===== src/adc_ctrl_pkg.sv =====
// constants, field layout and types of the conversion controller
package adc_ctrl_pkg;
  localparam int unsigned CLK_HZ      = 10_000_000;
  localparam int unsigned RES_BITS    = 12;
  localparam int unsigned SAMPLE_TICKS = 4;
  localparam logic [7:0] OFF_CTRL0    = 8'h00;
  localparam logic [7:0] OFF_CTRL1    = 8'h04;
  localparam logic [7:0] OFF_CTRL2    = 8'h08;
  localparam logic [7:0] OFF_RES_HIGH = 8'h0C;
  localparam logic [7:0] OFF_RES_LOW  = 8'h10;
  localparam logic [7:0] OFF_THR_HIGH = 8'h14;
  localparam logic [7:0] OFF_THR_LOW  = 8'h18;
  localparam logic [7:0] OFF_DELAY    = 8'h1C;
  localparam logic [7:0] OFF_DMA_CTRL = 8'h20;
  localparam logic [7:0] OFF_DMA_BASE = 8'h24;
  localparam logic [7:0] OFF_DMA_CNT  = 8'h28;
  localparam logic [7:0] OFF_DIG_DIS  = 8'h2C;
  localparam int unsigned C0_DONE = 7;
  localparam int unsigned C0_BUSY = 6;
  localparam int unsigned C0_SRC  = 4;
  localparam int unsigned C1_IE   = 7;
  localparam int unsigned C1_DIV  = 4;
  localparam int unsigned C1_TYPE = 2;
  localparam int unsigned C1_HWEN = 1;
  localparam int unsigned C1_PWR  = 0;
  localparam int unsigned C2_BRK  = 7;
  localparam int unsigned C2_POL  = 6;
  localparam int unsigned C2_CMPEN = 5;
  localparam int unsigned C2_CMPO = 4;
  localparam logic [1:0] SRC_PWM0 = 2'h0;
  localparam logic [1:0] SRC_PWM2 = 2'h1;
  localparam logic [1:0] SRC_PWM4 = 2'h2;
  localparam logic [1:0] SRC_PIN  = 2'h3;
  localparam logic [1:0] TYP_FALL = 2'h0;
  localparam logic [1:0] TYP_RISE = 2'h1;
  localparam logic [1:0] TYP_CTR  = 2'h2;
  localparam logic [1:0] TYP_END  = 2'h3;
  localparam logic [3:0] CH_BANDGAP = 4'h8;
  localparam logic [1:0] RESP_OKAY   = 2'h0;
  localparam logic [1:0] RESP_SLVERR = 2'h2;
  typedef enum logic [4:0] {
    ST_IDLE    = 5'b00001,
    ST_DELAY   = 5'b00010,
    ST_SAMPLE  = 5'b00100,
    ST_CONVERT = 5'b01000,
    ST_FINISH  = 5'b10000
  } conv_state_t;
  typedef struct packed {
    logic        irq_en;
    logic [1:0]  clk_div;
    logic [1:0]  trig_type;
    logic        hw_trig_en;
    logic        power_on;
    logic        brake_en;
    logic        polarity;
    logic        cmp_en;
    logic [1:0]  trig_src;
    logic [3:0]  chan;
    logic [11:0] threshold;
    logic [8:0]  delay;
    logic        dma_en;
    logic [15:0] dma_base;
    logic [7:0]  dma_count;
    logic [7:0]  dig_disable;
  } cfg_t;
  typedef struct packed {
    logic [2:0] pwm_ch;
    logic       ext_pin;
  } trig_in_t;
  localparam cfg_t CFG_RESET = '0;
endpackage


===== src/adc_conversion_controller.sv =====
// conversion controller: axi4-lite registers, triggers, sar sequencer
//
// Chosen here: the register offsets and the AXI4-Lite register port.
`timescale 1ns/1ps
`default_nettype none
module adc_conversion_controller #(
  parameter int unsigned ADDR_W = 8
) (
  input  wire  logic              MCLK_I,
  input  wire  logic              RSTN_I,
  input  wire  logic [ADDR_W-1:0] AWADDR_I,
  input  wire  logic              AWVALID_I,
  output logic                    AWREADY_O,
  input  wire  logic [31:0]       WDATA_I,
  input  wire  logic [3:0]        WSTRB_I,
  input  wire  logic              WVALID_I,
  output logic                    WREADY_O,
  output logic [1:0]              BRESP_O,
  output logic                    BVALID_O,
  input  wire  logic              BREADY_I,
  input  wire  logic [ADDR_W-1:0] ARADDR_I,
  input  wire  logic              ARVALID_I,
  output logic                    ARREADY_O,
  output logic [31:0]             RDATA_I_UNUSED_O,
  output logic [1:0]              RRESP_O,
  output logic                    RVALID_O,
  input  wire  logic              RREADY_I,
  input  wire  adc_ctrl_pkg::trig_in_t TRIG_I,
  input  wire  logic              PWM_CENTER_I,
  input  wire  logic              PWM_END_I,
  input  wire  logic              PWM_CENTER_ALIGNED_I,
  input  wire  logic              SAR_CMP_I,
  output logic [11:0]             SAR_DAC_O,
  output logic                    SAR_SAMPLE_O,
  output logic [3:0]              CHANNEL_O,
  output logic                    POWER_O,
  output logic [7:0]              DIG_DISABLE_O,
  output logic                    IRQ_O,
  output logic                    CMP_EVENT_O,
  output logic                    FAULT_BRAKE_O,
  output logic                    EXPANSION_RAM_WE_O,
  output logic [15:0]             EXPANSION_RAM_ADDR_O,
  output logic [15:0]             EXPANSION_RAM_WDATA_O
);
  import adc_ctrl_pkg::*;

  logic rst_meta;
  logic rst_n;
  always_ff @(posedge MCLK_I or negedge RSTN_I) begin
    if (!RSTN_I) begin
      rst_meta <= 1'b0;
      rst_n    <= 1'b0;
    end else begin
      rst_meta <= 1'b1;
      rst_n    <= rst_meta;
    end
  end

  // ---- state
  cfg_t        cfg, next_cfg;
  conv_state_t state, next_state;
  logic        busy, next_busy;
  logic        done, next_done;
  logic        cmp_out, next_cmp_out;
  logic [11:0] result, next_result;
  logic [11:0] code, next_code;
  logic [3:0]  bit_idx, next_bit_idx;
  logic [8:0]  dly_cnt, next_dly_cnt;
  logic [2:0]  smp_cnt, next_smp_cnt;
  logic [2:0]  div_cnt;
  logic [7:0]  dma_idx, next_dma_idx;
  trig_in_t    trig_prev;
  logic        irq, next_irq;
  logic        evt, next_evt;
  logic        brake, next_brake;
  logic        xwe, next_xwe;
  logic [15:0] xaddr, next_xaddr;
  logic [15:0] xdata, next_xdata;
  logic        sample, next_sample;

  // ---- bus state
  logic              aw_hold, next_aw_hold;
  logic              w_hold, next_w_hold;
  logic [ADDR_W-1:0] waddr, next_waddr;
  logic [31:0]       wdata, next_wdata;
  logic [3:0]        wstrb, next_wstrb;
  logic              bvalid, next_bvalid;
  logic [1:0]        bresp, next_bresp;
  logic              rvalid, next_rvalid;
  logic [1:0]        rresp, next_rresp;
  logic [31:0]       rdata, next_rdata;
  logic              awready, wready, arready;

  function automatic logic [31:0] strb_merge(input logic [31:0] old,
                                             input logic [31:0] nw,
                                             input logic [3:0]  st);
    logic [31:0] m;
    m = {{8{st[3]}}, {8{st[2]}}, {8{st[1]}}, {8{st[0]}}};
    return (old & ~m) | (nw & m);
  endfunction

  function automatic logic known_off(input logic [7:0] a);
    return a <= OFF_DIG_DIS && a[1:0] == 2'h0;
  endfunction

  function automatic logic [31:0] reg_read(input logic [7:0] a);
    logic [31:0] v;
    v = 32'h0;
    unique case (a)
      OFF_CTRL0: v = {24'h0, done, busy, cfg.trig_src, cfg.chan};
      OFF_CTRL1: v = {24'h0, cfg.irq_en, 1'b0, cfg.clk_div,
                      cfg.trig_type, cfg.hw_trig_en, cfg.power_on};
      OFF_CTRL2: v = {24'h0, cfg.brake_en, cfg.polarity, cfg.cmp_en,
                      cmp_out, 4'h0};
      OFF_RES_HIGH: v = {24'h0, result[11:4]};
      OFF_RES_LOW:  v = {28'h0, result[3:0]};
      OFF_THR_HIGH: v = {24'h0, cfg.threshold[11:4]};
      OFF_THR_LOW:  v = {28'h0, cfg.threshold[3:0]};
      OFF_DELAY:    v = {23'h0, cfg.delay};
      OFF_DMA_CTRL: v = {31'h0, cfg.dma_en};
      OFF_DMA_BASE: v = {16'h0, cfg.dma_base};
      OFF_DMA_CNT:  v = {24'h0, cfg.dma_count};
      OFF_DIG_DIS:  v = {24'h0, cfg.dig_disable};
      default:      v = 32'h0;
    endcase
    return v;
  endfunction

  // ---- axi4-lite slave
  logic        wr_go;
  logic [7:0]  wa8;
  logic [31:0] wmerged;
  assign wr_go   = aw_hold && w_hold && !bvalid;
  assign wa8     = 8'(waddr);
  // process form so register state read inside reg_read wakes it too
  always_comb wmerged = strb_merge(reg_read(wa8), wdata, wstrb);

  always_comb begin
    next_aw_hold = aw_hold;
    next_w_hold  = w_hold;
    next_waddr   = waddr;
    next_wdata   = wdata;
    next_wstrb   = wstrb;
    next_bvalid  = bvalid;
    next_bresp   = bresp;
    next_rvalid  = rvalid;
    next_rresp   = rresp;
    next_rdata   = rdata;
    if (AWVALID_I && awready) begin
      next_aw_hold = 1'b1;
      next_waddr   = AWADDR_I;
    end
    if (WVALID_I && wready) begin
      next_w_hold = 1'b1;
      next_wdata  = WDATA_I;
      next_wstrb  = WSTRB_I;
    end
    if (wr_go) begin
      next_aw_hold = 1'b0;
      next_w_hold  = 1'b0;
      next_bvalid  = 1'b1;
      next_bresp   = known_off(wa8) ? RESP_OKAY : RESP_SLVERR;
    end else if (bvalid && BREADY_I) begin
      next_bvalid = 1'b0;
    end
    if (ARVALID_I && arready) begin
      next_rvalid = 1'b1;
      next_rdata  = reg_read(8'(ARADDR_I));
      next_rresp  = known_off(8'(ARADDR_I)) ? RESP_OKAY : RESP_SLVERR;
    end else if (rvalid && RREADY_I) begin
      next_rvalid = 1'b0;
    end
  end

  always_ff @(posedge MCLK_I or negedge rst_n) begin
    if (!rst_n) begin
      aw_hold <= 1'b0;
      w_hold  <= 1'b0;
      waddr   <= '0;
      wdata   <= 32'h0;
      wstrb   <= 4'h0;
      bvalid  <= 1'b0;
      bresp   <= RESP_OKAY;
      rvalid  <= 1'b0;
      rresp   <= RESP_OKAY;
      rdata   <= 32'h0;
      awready <= 1'b0;
      wready  <= 1'b0;
      arready <= 1'b0;
    end else begin
      aw_hold <= next_aw_hold;
      w_hold  <= next_w_hold;
      waddr   <= next_waddr;
      wdata   <= next_wdata;
      wstrb   <= next_wstrb;
      bvalid  <= next_bvalid;
      bresp   <= next_bresp;
      rvalid  <= next_rvalid;
      rresp   <= next_rresp;
      rdata   <= next_rdata;
      awready <= !next_aw_hold && !next_bvalid;
      wready  <= !next_w_hold && !next_bvalid;
      arready <= !next_rvalid;
    end
  end

  // ---- triggers
  function automatic logic src_level(input trig_in_t t,
                                     input logic [1:0] s);
    logic l;
    l = 1'b0;
    unique case (s)
      SRC_PWM0: l = t.pwm_ch[0];
      SRC_PWM2: l = t.pwm_ch[1];
      SRC_PWM4: l = t.pwm_ch[2];
      SRC_PIN:  l = t.ext_pin;
    endcase
    return l;
  endfunction

  logic cur_l, prev_l, trig_hit;
  assign cur_l  = src_level(TRIG_I, cfg.trig_src);
  assign prev_l = src_level(trig_prev, cfg.trig_src);
  always_comb begin
    trig_hit = 1'b0;
    unique case (cfg.trig_type)
      TYP_FALL: trig_hit = prev_l && !cur_l;
      TYP_RISE: trig_hit = !prev_l && cur_l;
      // period points exist only for pwm sources in centre-aligned mode
      TYP_CTR:  trig_hit = PWM_CENTER_I && PWM_CENTER_ALIGNED_I &&
                           cfg.trig_src != SRC_PIN;
      TYP_END:  trig_hit = PWM_END_I && PWM_CENTER_ALIGNED_I &&
                           cfg.trig_src != SRC_PIN;
    endcase
  end

  // ---- register writes and software events
  logic sw_start, done_clr, hw_start, tick;
  assign sw_start = wr_go && wa8 == OFF_CTRL0 && wmerged[C0_BUSY];
  assign done_clr = wr_go && wa8 == OFF_CTRL0 && !wmerged[C0_DONE];
  assign hw_start = cfg.hw_trig_en && trig_hit;
  // adc clock is the system clock divided by 1, 2, 4 or 8
  assign tick = (div_cnt & 3'((4'h1 << cfg.clk_div) - 4'h1)) ==
                3'((4'h1 << cfg.clk_div) - 4'h1);

  always_comb begin
    next_cfg = cfg;
    if (wr_go) begin
      unique case (wa8)
        OFF_CTRL0: begin
          next_cfg.trig_src = wmerged[C0_SRC+:2];
          next_cfg.chan     = wmerged[3:0];
        end
        OFF_CTRL1: begin
          next_cfg.irq_en     = wmerged[C1_IE];
          next_cfg.clk_div    = wmerged[C1_DIV+:2];
          next_cfg.trig_type  = wmerged[C1_TYPE+:2];
          next_cfg.hw_trig_en = wmerged[C1_HWEN];
          next_cfg.power_on   = wmerged[C1_PWR];
        end
        OFF_CTRL2: begin
          next_cfg.brake_en = wmerged[C2_BRK];
          next_cfg.polarity = wmerged[C2_POL];
          next_cfg.cmp_en   = wmerged[C2_CMPEN];
        end
        OFF_THR_HIGH: next_cfg.threshold[11:4] = wmerged[7:0];
        OFF_THR_LOW:  next_cfg.threshold[3:0]  = wmerged[3:0];
        OFF_DELAY:    next_cfg.delay       = wmerged[8:0];
        OFF_DMA_CTRL: next_cfg.dma_en      = wmerged[0];
        OFF_DMA_BASE: next_cfg.dma_base    = wmerged[15:0];
        OFF_DMA_CNT:  next_cfg.dma_count   = wmerged[7:0];
        OFF_DIG_DIS:  next_cfg.dig_disable = wmerged[7:0];
        default:      next_cfg = cfg;
      endcase
    end
  end

  // ---- conversion sequencer
  logic fin_match, fin_more, fin_set;
  always_comb begin
    fin_match = cfg.polarity ? (result < cfg.threshold)
                             : (result >= cfg.threshold);
    fin_more  = cfg.dma_en && (dma_idx + 8'h1) < cfg.dma_count;
    fin_set   = 1'b0;
    next_state   = state;
    next_busy    = busy;
    next_result  = result;
    next_code    = code;
    next_bit_idx = bit_idx;
    next_dly_cnt = dly_cnt;
    next_smp_cnt = smp_cnt;
    next_dma_idx = dma_idx;
    next_cmp_out = cmp_out;
    next_evt     = 1'b0;
    next_brake   = 1'b0;
    next_xwe     = 1'b0;
    next_xaddr   = xaddr;
    next_xdata   = xdata;
    unique case (state)
      ST_IDLE: begin
        // busy or unread done drops the request silently
        if ((sw_start || hw_start) && !busy && !done) begin
          next_busy    = 1'b1;
          next_dma_idx = 8'h0;
          next_smp_cnt = 3'h0;
          if (!sw_start && cfg.delay != 9'h0) begin
            next_dly_cnt = cfg.delay;
            next_state   = ST_DELAY;
          end else begin
            next_state = ST_SAMPLE;
          end
        end
      end
      ST_DELAY: begin
        next_dly_cnt = dly_cnt - 9'h1;
        if (dly_cnt == 9'h1) begin
          next_state = ST_SAMPLE;
        end
      end
      ST_SAMPLE: begin
        if (tick) begin
          next_smp_cnt = smp_cnt + 3'h1;
          if (smp_cnt == 3'(SAMPLE_TICKS - 1)) begin
            next_code    = 12'h800;
            next_bit_idx = 4'(RES_BITS - 1);
            next_state   = ST_CONVERT;
          end
        end
      end
      ST_CONVERT: begin
        // binary search, full reference settles at all ones
        if (tick) begin
          if (!SAR_CMP_I) begin
            next_code[bit_idx] = 1'b0;
          end
          if (bit_idx == 4'h0) begin
            next_result = SAR_CMP_I ? code : (code & 12'hFFE);
            next_state  = ST_FINISH;
          end else begin
            next_code[bit_idx-4'h1] = 1'b1;
            next_bit_idx = bit_idx - 4'h1;
          end
        end
      end
      ST_FINISH: begin
        if (cfg.cmp_en) begin
          next_cmp_out = fin_match;
          if (fin_match && cfg.brake_en) begin
            next_evt   = 1'b1;
            next_brake = 1'b1;
          end
        end
        if (cfg.dma_en) begin
          next_xwe     = 1'b1;
          next_xaddr   = cfg.dma_base + {8'h0, dma_idx};
          next_xdata   = {4'h0, result};
          next_dma_idx = dma_idx + 8'h1;
        end
        // keep converting until a match (when compare is on) and until dma done
        if ((cfg.cmp_en && !fin_match) || fin_more) begin
          next_smp_cnt = 3'h0;
          next_state   = ST_SAMPLE;
        end else begin
          fin_set    = 1'b1;
          next_busy  = 1'b0;
          next_state = ST_IDLE;
        end
      end
      default: next_state = ST_IDLE;
    endcase
    next_done   = fin_set || (done && !done_clr);
    next_irq    = next_done && cfg.irq_en;
    next_sample = next_state == ST_SAMPLE;
  end

  always_ff @(posedge MCLK_I or negedge rst_n) begin
    if (!rst_n) begin
      cfg       <= CFG_RESET;
      state     <= ST_IDLE;
      busy      <= 1'b0;
      done      <= 1'b0;
      cmp_out   <= 1'b0;
      result    <= 12'h000;
      code      <= 12'h000;
      bit_idx   <= 4'h0;
      dly_cnt   <= 9'h000;
      smp_cnt   <= 3'h0;
      div_cnt   <= 3'h0;
      dma_idx   <= 8'h00;
      trig_prev <= '0;
      irq       <= 1'b0;
      evt       <= 1'b0;
      brake     <= 1'b0;
      xwe       <= 1'b0;
      xaddr     <= 16'h0000;
      xdata     <= 16'h0000;
      sample    <= 1'b0;
    end else begin
      cfg       <= next_cfg;
      state     <= next_state;
      busy      <= next_busy;
      done      <= next_done;
      cmp_out   <= next_cmp_out;
      result    <= next_result;
      code      <= next_code;
      bit_idx   <= next_bit_idx;
      dly_cnt   <= next_dly_cnt;
      smp_cnt   <= next_smp_cnt;
      div_cnt   <= div_cnt + 3'h1;
      dma_idx   <= next_dma_idx;
      trig_prev <= TRIG_I;
      irq       <= next_irq;
      evt       <= next_evt;
      brake     <= next_brake;
      xwe       <= next_xwe;
      xaddr     <= next_xaddr;
      xdata     <= next_xdata;
      sample    <= next_sample;
    end
  end

  assign AWREADY_O        = awready;
  assign WREADY_O         = wready;
  assign BVALID_O         = bvalid;
  assign BRESP_O          = bresp;
  assign ARREADY_O        = arready;
  assign RVALID_O         = rvalid;
  assign RRESP_O          = rresp;
  assign RDATA_I_UNUSED_O = rdata;
  assign SAR_DAC_O        = code;
  assign SAR_SAMPLE_O     = sample;
  assign CHANNEL_O        = cfg.chan;
  assign POWER_O          = cfg.power_on;
  assign DIG_DISABLE_O    = cfg.dig_disable;
  assign IRQ_O            = irq;
  assign CMP_EVENT_O      = evt;
  assign FAULT_BRAKE_O    = brake;
  assign EXPANSION_RAM_WE_O        = xwe;
  assign EXPANSION_RAM_ADDR_O      = xaddr;
  assign EXPANSION_RAM_WDATA_O     = xdata;
endmodule
`default_nettype wire


===== config.mk =====
export PLATFORM = sky130hd
export DESIGN_NAME = adc_conversion_controller
export DESIGN_NICKNAME = d
export VERILOG_FILES = /design/src/adc_ctrl_pkg.sv /design/src/adc_conversion_controller.sv
export SDC_FILE = /design/constraint.sdc
export NUM_CORES = 1
export LEC_CHECK = 0
export ABC_AREA = 1
export BUFFER_PORTS_ARGS = -buffer_cell sky130_fd_sc_hd__buf_4
export CORE_ASPECT_RATIO = 1.5
export CORE_MARGIN = 4
export CORE_UTILIZATION = 30
export CTS_BUF_LIST = sky130_fd_sc_hd__clkbuf_2
export CTS_CLUSTER_SIZE = 24
export DETAILED_ROUTE_END_ITERATION = 7
export REMOVE_ABC_BUFFERS = 1
export SETUP_SLACK_MARGIN = 0.3
export SYNTH_ARGS = -nofsm -noshare
export SYNTH_HDL_FRONTEND = slang
export SYNTH_SLANG_ARGS = --single-unit

===== constraint.sdc =====
create_clock -name MCLK_I -period 9.8 [get_ports MCLK_I]
set_clock_uncertainty 0.15 [all_clocks]
set_input_delay 0.49 -clock MCLK_I [delete_from_list [all_inputs] [get_ports MCLK_I]]
set_output_delay 0.49 -clock MCLK_I [all_outputs]
set_load 0.01 [all_outputs]

==> impl_results.md, run 1 <==
- Run status: finished clean
- Slew margin rel.: ~18%
- Synth cell types: 52
- CP most frequent cell: dlygate4sd3_1
- Root Driver: clkbuf_2
- Core Footprint: about 0.038 mm²
- Fill cell count: around 4,000
- Yosys reg bits: ~220
- GR Layer Usage met2: between 30% and 40%
- Number of I/O port buffers: approximately 130
- Routed vias/inst: about 4.9
- Combinational family with the most area after synthesis: simple AND/OR/NAND/NOR gates
- Peak VDD IR: ~72 µV
- DR iter-0 viols: 580
- RePlAce Congestion: between 0.9 and 1
- Number of global-route vias before repair: 11,000
- Syn Area/Cell: approximately 8.0 µm²
- Number of flops mapped to enable cells by yosys: 0
- Multi-input logic area: 0.00511 mm²
- Initial core utilization: 30.6%
- DP HPWL: a little under 30,000 µm
- Die height: roughly 250 µm
- Clk Latency, worst-skew pair: around 0.93 ns
- WL/cell: between 15 and 20 µm
- CP Cell Sequence: dlygate4sd3_1 > buf_4 > nor2_1 > dlygate4sd3_1 > o21ai_0 > dlygate4sd3_1 > nor3_1 > dlygate4sd3_1 > nand3_1 > o211ai_1
- Layout cell share with drive strength beyond 1: ~16%
- Top delay family on crit path: buffers and inverters
- Synth area leader: dfrtp_1
- Post-route insts no fill: 2,181
- Most instantiated cells after synthesis: 391 x nand2_1, 217 x dfrtp_1, 188 x inv_1
- Met3 GRT Util: between 2 and 3%
- Busiest grt layer: met2
- CTS Sinks: around 220
- Top_reg_cell synth: dfrtp_1
- Final Hold Violating Endpoints: 0
- FFs w/ async S/R, synth: 100%
- Hold crit path type: primary input to flip-flop
- Maxcap violations: 0
- Critical Path RT: 10.48 ns
- Worst path bufs/invs: 5
- PostCTS Resize Cnt: 0
- Register area: approximately 0.0055 mm²
- Crit path arrival time: 3.80 ns
- Slowest CP cell: dlygate4sd3_1
- Synth area leaders: dfrtp_1 47%, nand2_1 13%, o21ai_0 6.8%, inv_1 6.1%, ha_1 4.0%
- Worst Path Max Fanout: 3
- Slew @ Worst Pin: around 1.2 ns
- Startpoint Class: primary input
- Total gr overflow: 0
- Total placed cells including tap cells: approximately 2,000
- Post-Synth Adder-Cell Area: under 10%
- GRT Total Usage: around 18%
- DIE AREA: between 0.04 and 0.05 mm²
- Post-CTS setup buffers: 0
- CTS Hold Bufs: 58
- WS Path Type: primary input to flip-flop
- Post-synthesis simple-gate area fraction: 23.3%
- Slowest stage delay, CP: 0.68 ns
- Multiplexer share of the synthesized area: 0.0971%
- Routed Antenna Nets: 0
- Final #Nets: 1,767
- Largest net degree at the start of global routing: 72
- Sequential element share of the synthesized area: 47.1%
- Final core utilization: between 30% and 40%
- M1 GR Usage: between 20% and 30%
- Power per Cell Area: 201 mW/mm²
- TritonCTS clock tree: done
- Crit. End Element: flip-flop
- Bufs on Longest Clock Path: 3
- Vias: about 11,000
- Post-Route WL: approximately 40,000 µm
- Max Freq: approximately 320 MHz
- Hold Path Depth: 4
- Mapped cell area: around 0.012 mm²
- Router iterations before antenna repair: 7
- Leakage: around 7.2 nW
- DRC errors left: 0
- Fin crit period: ~3.1 ns
- Cell count after synthesis: about 1,500
- Placement Setup Slack: 6.92 ns
- Final setup vio count: 0
- TNS Setup: 0 ns
- Fin. max-slew vios: 0
- Area Overhead vs Synth: 20.2%
- First-pass GRT wire length: about 60,000 µm
- Top-area cell type share of the netlist area: 46.8%
- Total CTS buffers: 57
- Xor-xnor portion of the synthesized cell area: 1.59%
- R2R depth: 17
- Die width: 169 µm
- Period utilization: a little under a third
- Clk pin slew, worst setup/hold paths: roughly 0.090 ns
- Num rows: 87
- Stages on the worst setup path: 10
- Initial antenna violation count: 1
- H-tree levels: 2
- YS warnings: 0
- Post-synthesis compound-gate area fraction: 14.1%
- # IOs: between 150 and 200
- RSZ-0062 raised after global routing: false
- Worst Setup Slack, final: ~6.7 ns
- Most frequent cell after synthesis: nand2_1
## routing by layer
layer	routed length [µm]	share of wire, %
met2	20300	52
met1	14500	37
met5	0	0
met4	2420	6.2
met3	1900	4.8
## where the power goes
group	leakage, nW	switching [W]	internal [W]
clock network	0.341	0.000389	0.000205
registers	2.53	0.000166	0.00107
logic	4.30	0.000647	0.000318
## logic make-up after synthesis
family	count (synthesis)
simple gates	622
compound gates	294
buf+inv	256
flops	218
fa+ha+maj	38
xor+xnor	21
other cells	2
mux	1
## area by class of cell
type	count	share of cell area, %
Sequential cell	218	39.2
Multi-Input combinational cell	999	36.6
Timing Repair Buffer	194	11.5
Inverter	192	5.17
Tap cell	489	4.39
Clock buffer	74	2.66
Clock inverter	14	0.467
Antenna cell	1	0.0180
## flip-flops by register name, indices dropped and copies added, names as in the netlist, 5 cells and up
signal                 cells
cfg                       57
EXPANSION_RAM_ADDR_O      16
RDATA_I_UNUSED_O          16
wdata                     16
EXPANSION_RAM_WDATA_O     12
SAR_DAC_O                 12
result                    12
dly_cnt                    9
DIG_DISABLE_O              8
dma_idx                    8
wa8                        8
state                      5
## cells in the final DEF (no fill, tap or decap), drive strengths merged, types with 3 or more instances in the layout
cell type,synthesis,routed
a21o,3,3
a21oi,46,46
a221oi,3,3
a31oi,11,11
buf,41,136
clkbuf,23,74
clkinv,0,11
conb,2,23
dfrtp,217,217
dlygate4sd3,0,58
ha,37,37
inv,192,194
nand2,399,399
nand3,77,77
nand4,13,13
nor2,105,105
nor3,17,17
nor4,4,4
o21ai,160,160
o22ai,53,53
o31ai,4,4
or2,5,5
xnor2,4,4
xor2,17,17
## metrics by stage
step | power [W] | hold WS (ns) | cell area [µm²]
floorplan | 0.00179 | 0.0444 | 11300
global route | 0.00300 | 0.0809 | 13900
CTS | 0.00283 | 0.000356 | 13900
finish | 0.00280 | 0.0848 | 13900
global placement | 0.00215 | 0.111 | 12900
detailed placement | 0.00216 | 0.112 | 12900
## worst paths after layout
check / from / to / slack, ns
setup / recovery: ARADDR_I[7] / RDATA_I_UNUSED_O[8]$_DFFE_PN0P_ / 6.68
hold / removal: AWVALID_I / wa8[4]$_DFFE_PN0P_ / 0.08
setup reg to reg: dma_idx[2]$_DFFE_PN0P_ / smp_cnt[0]$_DFFE_PN0P_ / 6.84
hold reg to reg: rst_n$_DFF_PN0_ / EXPANSION_RAM_WDATA_O[4]$_DFFE_PN0P_ / 0.10
max in group asynchronous: rst_n$_DFF_PN0_ / dly_cnt[8]$_DFFE_PN0P_ / 7.22
min in group asynchronous: rst_n$_DFF_PN0_ / EXPANSION_RAM_WDATA_O[4]$_DFFE_PN0P_ / 0.10
## worst register-to-register path: cells and delay by family (launching register included)
kind	cells	cell delay (ns)
fa+ha+maj	1	0.28
simple gates	12	1.47
flops	1	0.44
xor+xnor	1	0.14
buf+inv	2	0.16
compound gates	1	0.20
(Power assumes the default switching activity.)
==> inputs of run 2 (changes only) <==
--- a/config.mk
+++ b/config.mk
@@ -5,7 +5,7 @@
 export SDC_FILE = /design/constraint.sdc
 export NUM_CORES = 1
 export LEC_CHECK = 0
-export ABC_AREA = 1
+export ABC_AREA = 0
 export BUFFER_PORTS_ARGS = -buffer_cell sky130_fd_sc_hd__buf_4
 export CORE_ASPECT_RATIO = 1.5
 export CORE_MARGIN = 4
==> constraint.sdc (replaced) <==
create_clock -name MCLK_I -period 2.8 [get_ports MCLK_I]
set_clock_uncertainty 0.15 [all_clocks]
set_input_delay 0.14 -clock MCLK_I [delete_from_list [all_inputs] [get_ports MCLK_I]]
set_output_delay 0.14 -clock MCLK_I [all_outputs]
set_load 0.01 [all_outputs]
==> run 2 against run 1 <==
Compared with the run above: the flow now finishes with violations (setup timing); register-to-register slack lost 7.0 ns; via count shrank 2.0%; die area shrank 3.0%; cell count shrank 5.0%; core utilization grew 7.9 points; clock power grew to 3.7 times the previous value; area after synthesis shrank 3.1%; sequential cell count is the same; non-clock buffer count grew 241; global-route usage grew 0.98 points; combinational power grew to 3.8 times the previous value; routed wire length grew 5.5%; critical path type is now flip-flop to flip-flop; highest routed layer unchanged.
==> impl_results.md, run 2 <==
- Run status: finished, violations left
- Failing checks: setup timing
- Hold crit path type: primary input to flip-flop
- Number of flops mapped to enable cells by yosys: 0
- Switch Pwr: about 0.0036 W
- Bufs on Longest Clock Path: 3
- Clock share of power: 22.1%
- Fin crit period: approximately 3.0 ns
- Cell count after synthesis: between 1,000 and 1,500
- Sw Ratio: 36.4%
- Final core utilization: between 40% and 50%
- Num rows: 86
- Placement Setup Slack: -0.315 ns
- Worst Setup Slack, final: -0.203 ns
- Period utilization: 107%
- TNS Setup: -0.808 ns
- Crit path arrival time: approximately 3.6 ns
- Vias: around 10,000
- Core Footprint: approximately 0.037 mm²
- Final Hold Violating Endpoints: 0
- Synth cell types: 75
- CTS Sinks: ~220
- Initial antenna violation count: 1
- M1 GR Usage: 22.3%
- Total CTS buffers: 53
- Int Power: 0.00623 W
- Most common cell after layout, fill and taps aside: buf_4
- H-tree levels: 2
- Startpoint Class: flip-flop
- Busiest grt layer: met2
- Crit path launch: dma_idx[0]$_DFFE_PN0P_
- Die height: ~240 µm
- Leakage: a little under 8 nW
- WS Path Type: flip-flop to flip-flop
- Area Overhead vs Synth: 46.8%
- Routed vias/inst: 5.04
- Max Freq: about 330 MHz
- Combinational power share: 37.3%
- Sequential element share of the synthesized area: between 40% and 50%
- Slowest stage delay, CP: 0.39 ns
- Commonest cells after routing, fill and taps aside: 274 x buf_4, 215 x dfrtp_1, 165 x nand2_1
- # IOs: 170
- R2r setup slk: -0.20 ns
- Power share of the sequential group: 40.6%
- Yosys reg bits: about 220
- Initial core utilization: slightly above 30%
- Fin. max-slew vios: 0
- Largest register FFs: between 50 and 60
- FFs w/ async S/R, synth: 100%
- Met3 GRT Util: 3.53%
- Layout cell share with drive strength beyond 1: 37.8%
- Power per Cell Area: around 590 mW/mm²
- Top reg by flops: cfg
- Final setup vio count: 7
- Router iterations before antenna repair: 8
- Number of I/O port buffers: 129
- Synth area leaders: dfrtp_1 48%, mux2_2 7.0%, nand2_1 5.7%, o21ai_0 4.3%, ha_1 4.1%
- GRT Total Usage: 19.4%
- Top-area cell type share of the netlist area: about half
- Reg-to-reg endpoint: smp_cnt[2]$_DFFE_PN0P_
- RR Startpoint: dma_idx[0]$_DFFE_PN0P_
- Clk Latency, worst-skew pair: 0.88 ns
- Placed Area: 0.0137 mm²
- Syn Area/Cell: just over 10 µm²
- R2R depth: 13
- Maxcap violations: 0
- Most instantiated cells after synthesis: 217 x dfrtp_1, 171 x nand2_1, 97 x o21ai_0
- Largest net degree at the start of global routing: 56
- DIE AREA: ~0.041 mm²
- Worst Path Max Fanout: 3
- Post-Route WL: slightly above 40,000 µm
- RePlAce Congestion: approximately 0.96
- Worst Setup EP: smp_cnt[2]$_DFFE_PN0P_
- DRC errors left: 0
- Root Driver: clkbuf_2
- RSZ-0062 raised after global routing: true
- GR Layer Usage met2: 34.6%
- Final Cell Area: between 0.015 and 0.02 mm²
- Mapped cell area: between 0.01 and 0.015 mm²
- DP HPWL: a little under 30,000 µm
- CP Cell Sequence: ha_2 > nand3_2 > nor2_2 > xor2_1 > ha_1 > o211a_1 > nand2_1 > nand4b_1 > a31oi_2 > a311oi_2 > and2_4 > a221oi_4 > mux2_4
- Most frequent cell after synthesis: dfrtp_1
- Peak VDD IR: about 350 µV
- Slew @ Worst Pin: 0.704 ns
- Total gr overflow: 0
- First-pass GRT wire length: between 60,000 and 70,000 µm
- Clk pin slew, worst setup/hold paths: 0.12 ns
- Die width: between 150 and 200 µm
- Top_reg_cell synth: dfrtp_1
- Routed Antenna Nets: 0
- WL/cell: about 20 µm
- YS warnings: 0
- Hold Worst Slack: about 0.11 ns
- Number of global-route vias before repair: between 10,000 and 15,000
- Crit. End Element: flip-flop
- Slowest CP cell: dfrtp_1
- TritonCTS clock tree: done
- DR iter-0 viols: 652
- Slew margin rel.: 52.6%
- Critical Path RT: roughly 3.4 ns
- Final #Nets: 1,655
- Synth area leader: dfrtp_1
run 2: changes by cell type after synthesis, sizes merged, moves of 10 or more:
cell    delta
inv      -146
a32o      +10
a22o      +21
o22ai     -52
nor2      -41
a22oi     +32
a221oi    +14
a21oi     -14
mux2i     +14
o21ai     -63
nand2    -228
nand3     -46
and2      +10
mux2      +69
run 2: cell type report:
| cell class | count | area [µm²] |
|---|---|---|
| timing repair buffer | 435 | 3810 |
| fill | 3498 | 20400 |
| sequential | 218 | 5460 |
| clock buffer | 75 | 375 |
| clock inverter | 18 | 100 |
| antenna | 1 | 2.50 |
| inverter | 46 | 173 |
| multi-input combinational | 796 | 5950 |
| tap | 484 | 606 |
run 2: critical path, delay by kind of cell, from the launching register on:
kind,cells,cell delay [ns]
compound gates,4,0.79
xor+xnor,1,0.20
fa+ha+maj,2,0.48
flops,1,0.39
mux,1,0.33
simple gates,5,0.57
run 2: worst min path at each step:
stage | startpoint | endpoint | slack [ns] | cells after the start
3_5_place_dp | RSTN_I | rst_n$_DFF_PN0_ | -0.22 | 1
5_1_grt | ARADDR_I[1] | RDATA_I_UNUSED_O[7]$_DFFE_PN0P_ | 0.13 | 6
3_3_place_gp | RSTN_I | rst_meta$_DFF_PN0_ | -0.23 | 1
4_1_cts | ARADDR_I[6] | RDATA_I_UNUSED_O[6]$_DFFE_PN0P_ | 0.04 | 8
2_1_floorplan | RSTN_I | rst_meta$_DFF_PN0_ | -0.31 | 0
6_report | PWM_CENTER_I | state[0]$_DFF_PN1_ | 0.11 | 7
run 2: timing repair:
action | in CTS | in global routing
cloned | 1 | 1
setup endpoints to repair | 93 | 117
endpoints found under the hold margin | 72 | 12
pin swaps | 26 | 59
setup buffers | 16 | 21
resized for setup | 58 | 193
hold buffers | 119 | 1
run 2: logic make-up (layout without fill, tap and decap cells):
kind of cell	Yosys count	in the layout	share of synthesized area, %
AO/OA/AOI/OAI	271	271	16.7
XOR/XNOR	22	22	1.72
flip-flops	218	218	48.6
AND/OR/NAND/NOR	355	356	14.7
buffers and inverters	117	574	5.25
multiplexers	86	86	8.70
adder cells (fa/ha/maj)	38	38	4.30
other	2	24	0.0669
run 2: metal layers:
layer  vias up  share of wire [%]
met5         -                  0
met4         0                5.3
met3       109                4.8
met2       355                 51
met1      5120                 39
li1       4872                  -
run 2: power groups by stage:
stage / registers [W] / logic (W) / clock network, W
detailed placement: 0.00399 / 0.00246 / 0
finish: 0.00397 / 0.00366 / 0.00217
global route: 0.00401 / 0.00388 / 0.00239
CTS: 0.00394 / 0.00308 / 0.00224
global placement: 0.00397 / 0.00244 / 0
floorplan: 0.00395 / 0.00110 / 0
run 2: through the flow:
| stage | cells | total power (W) |
|---|---|---|
| final | 2073 | 0.00980 |
| after floorplan | 1059 | 0.00505 |
| after global routing | 2073 | 0.0103 |
| after global placement | 1821 | 0.00642 |
| after detailed placement | 1821 | 0.00645 |
| after CTS | 2050 | 0.00926 |
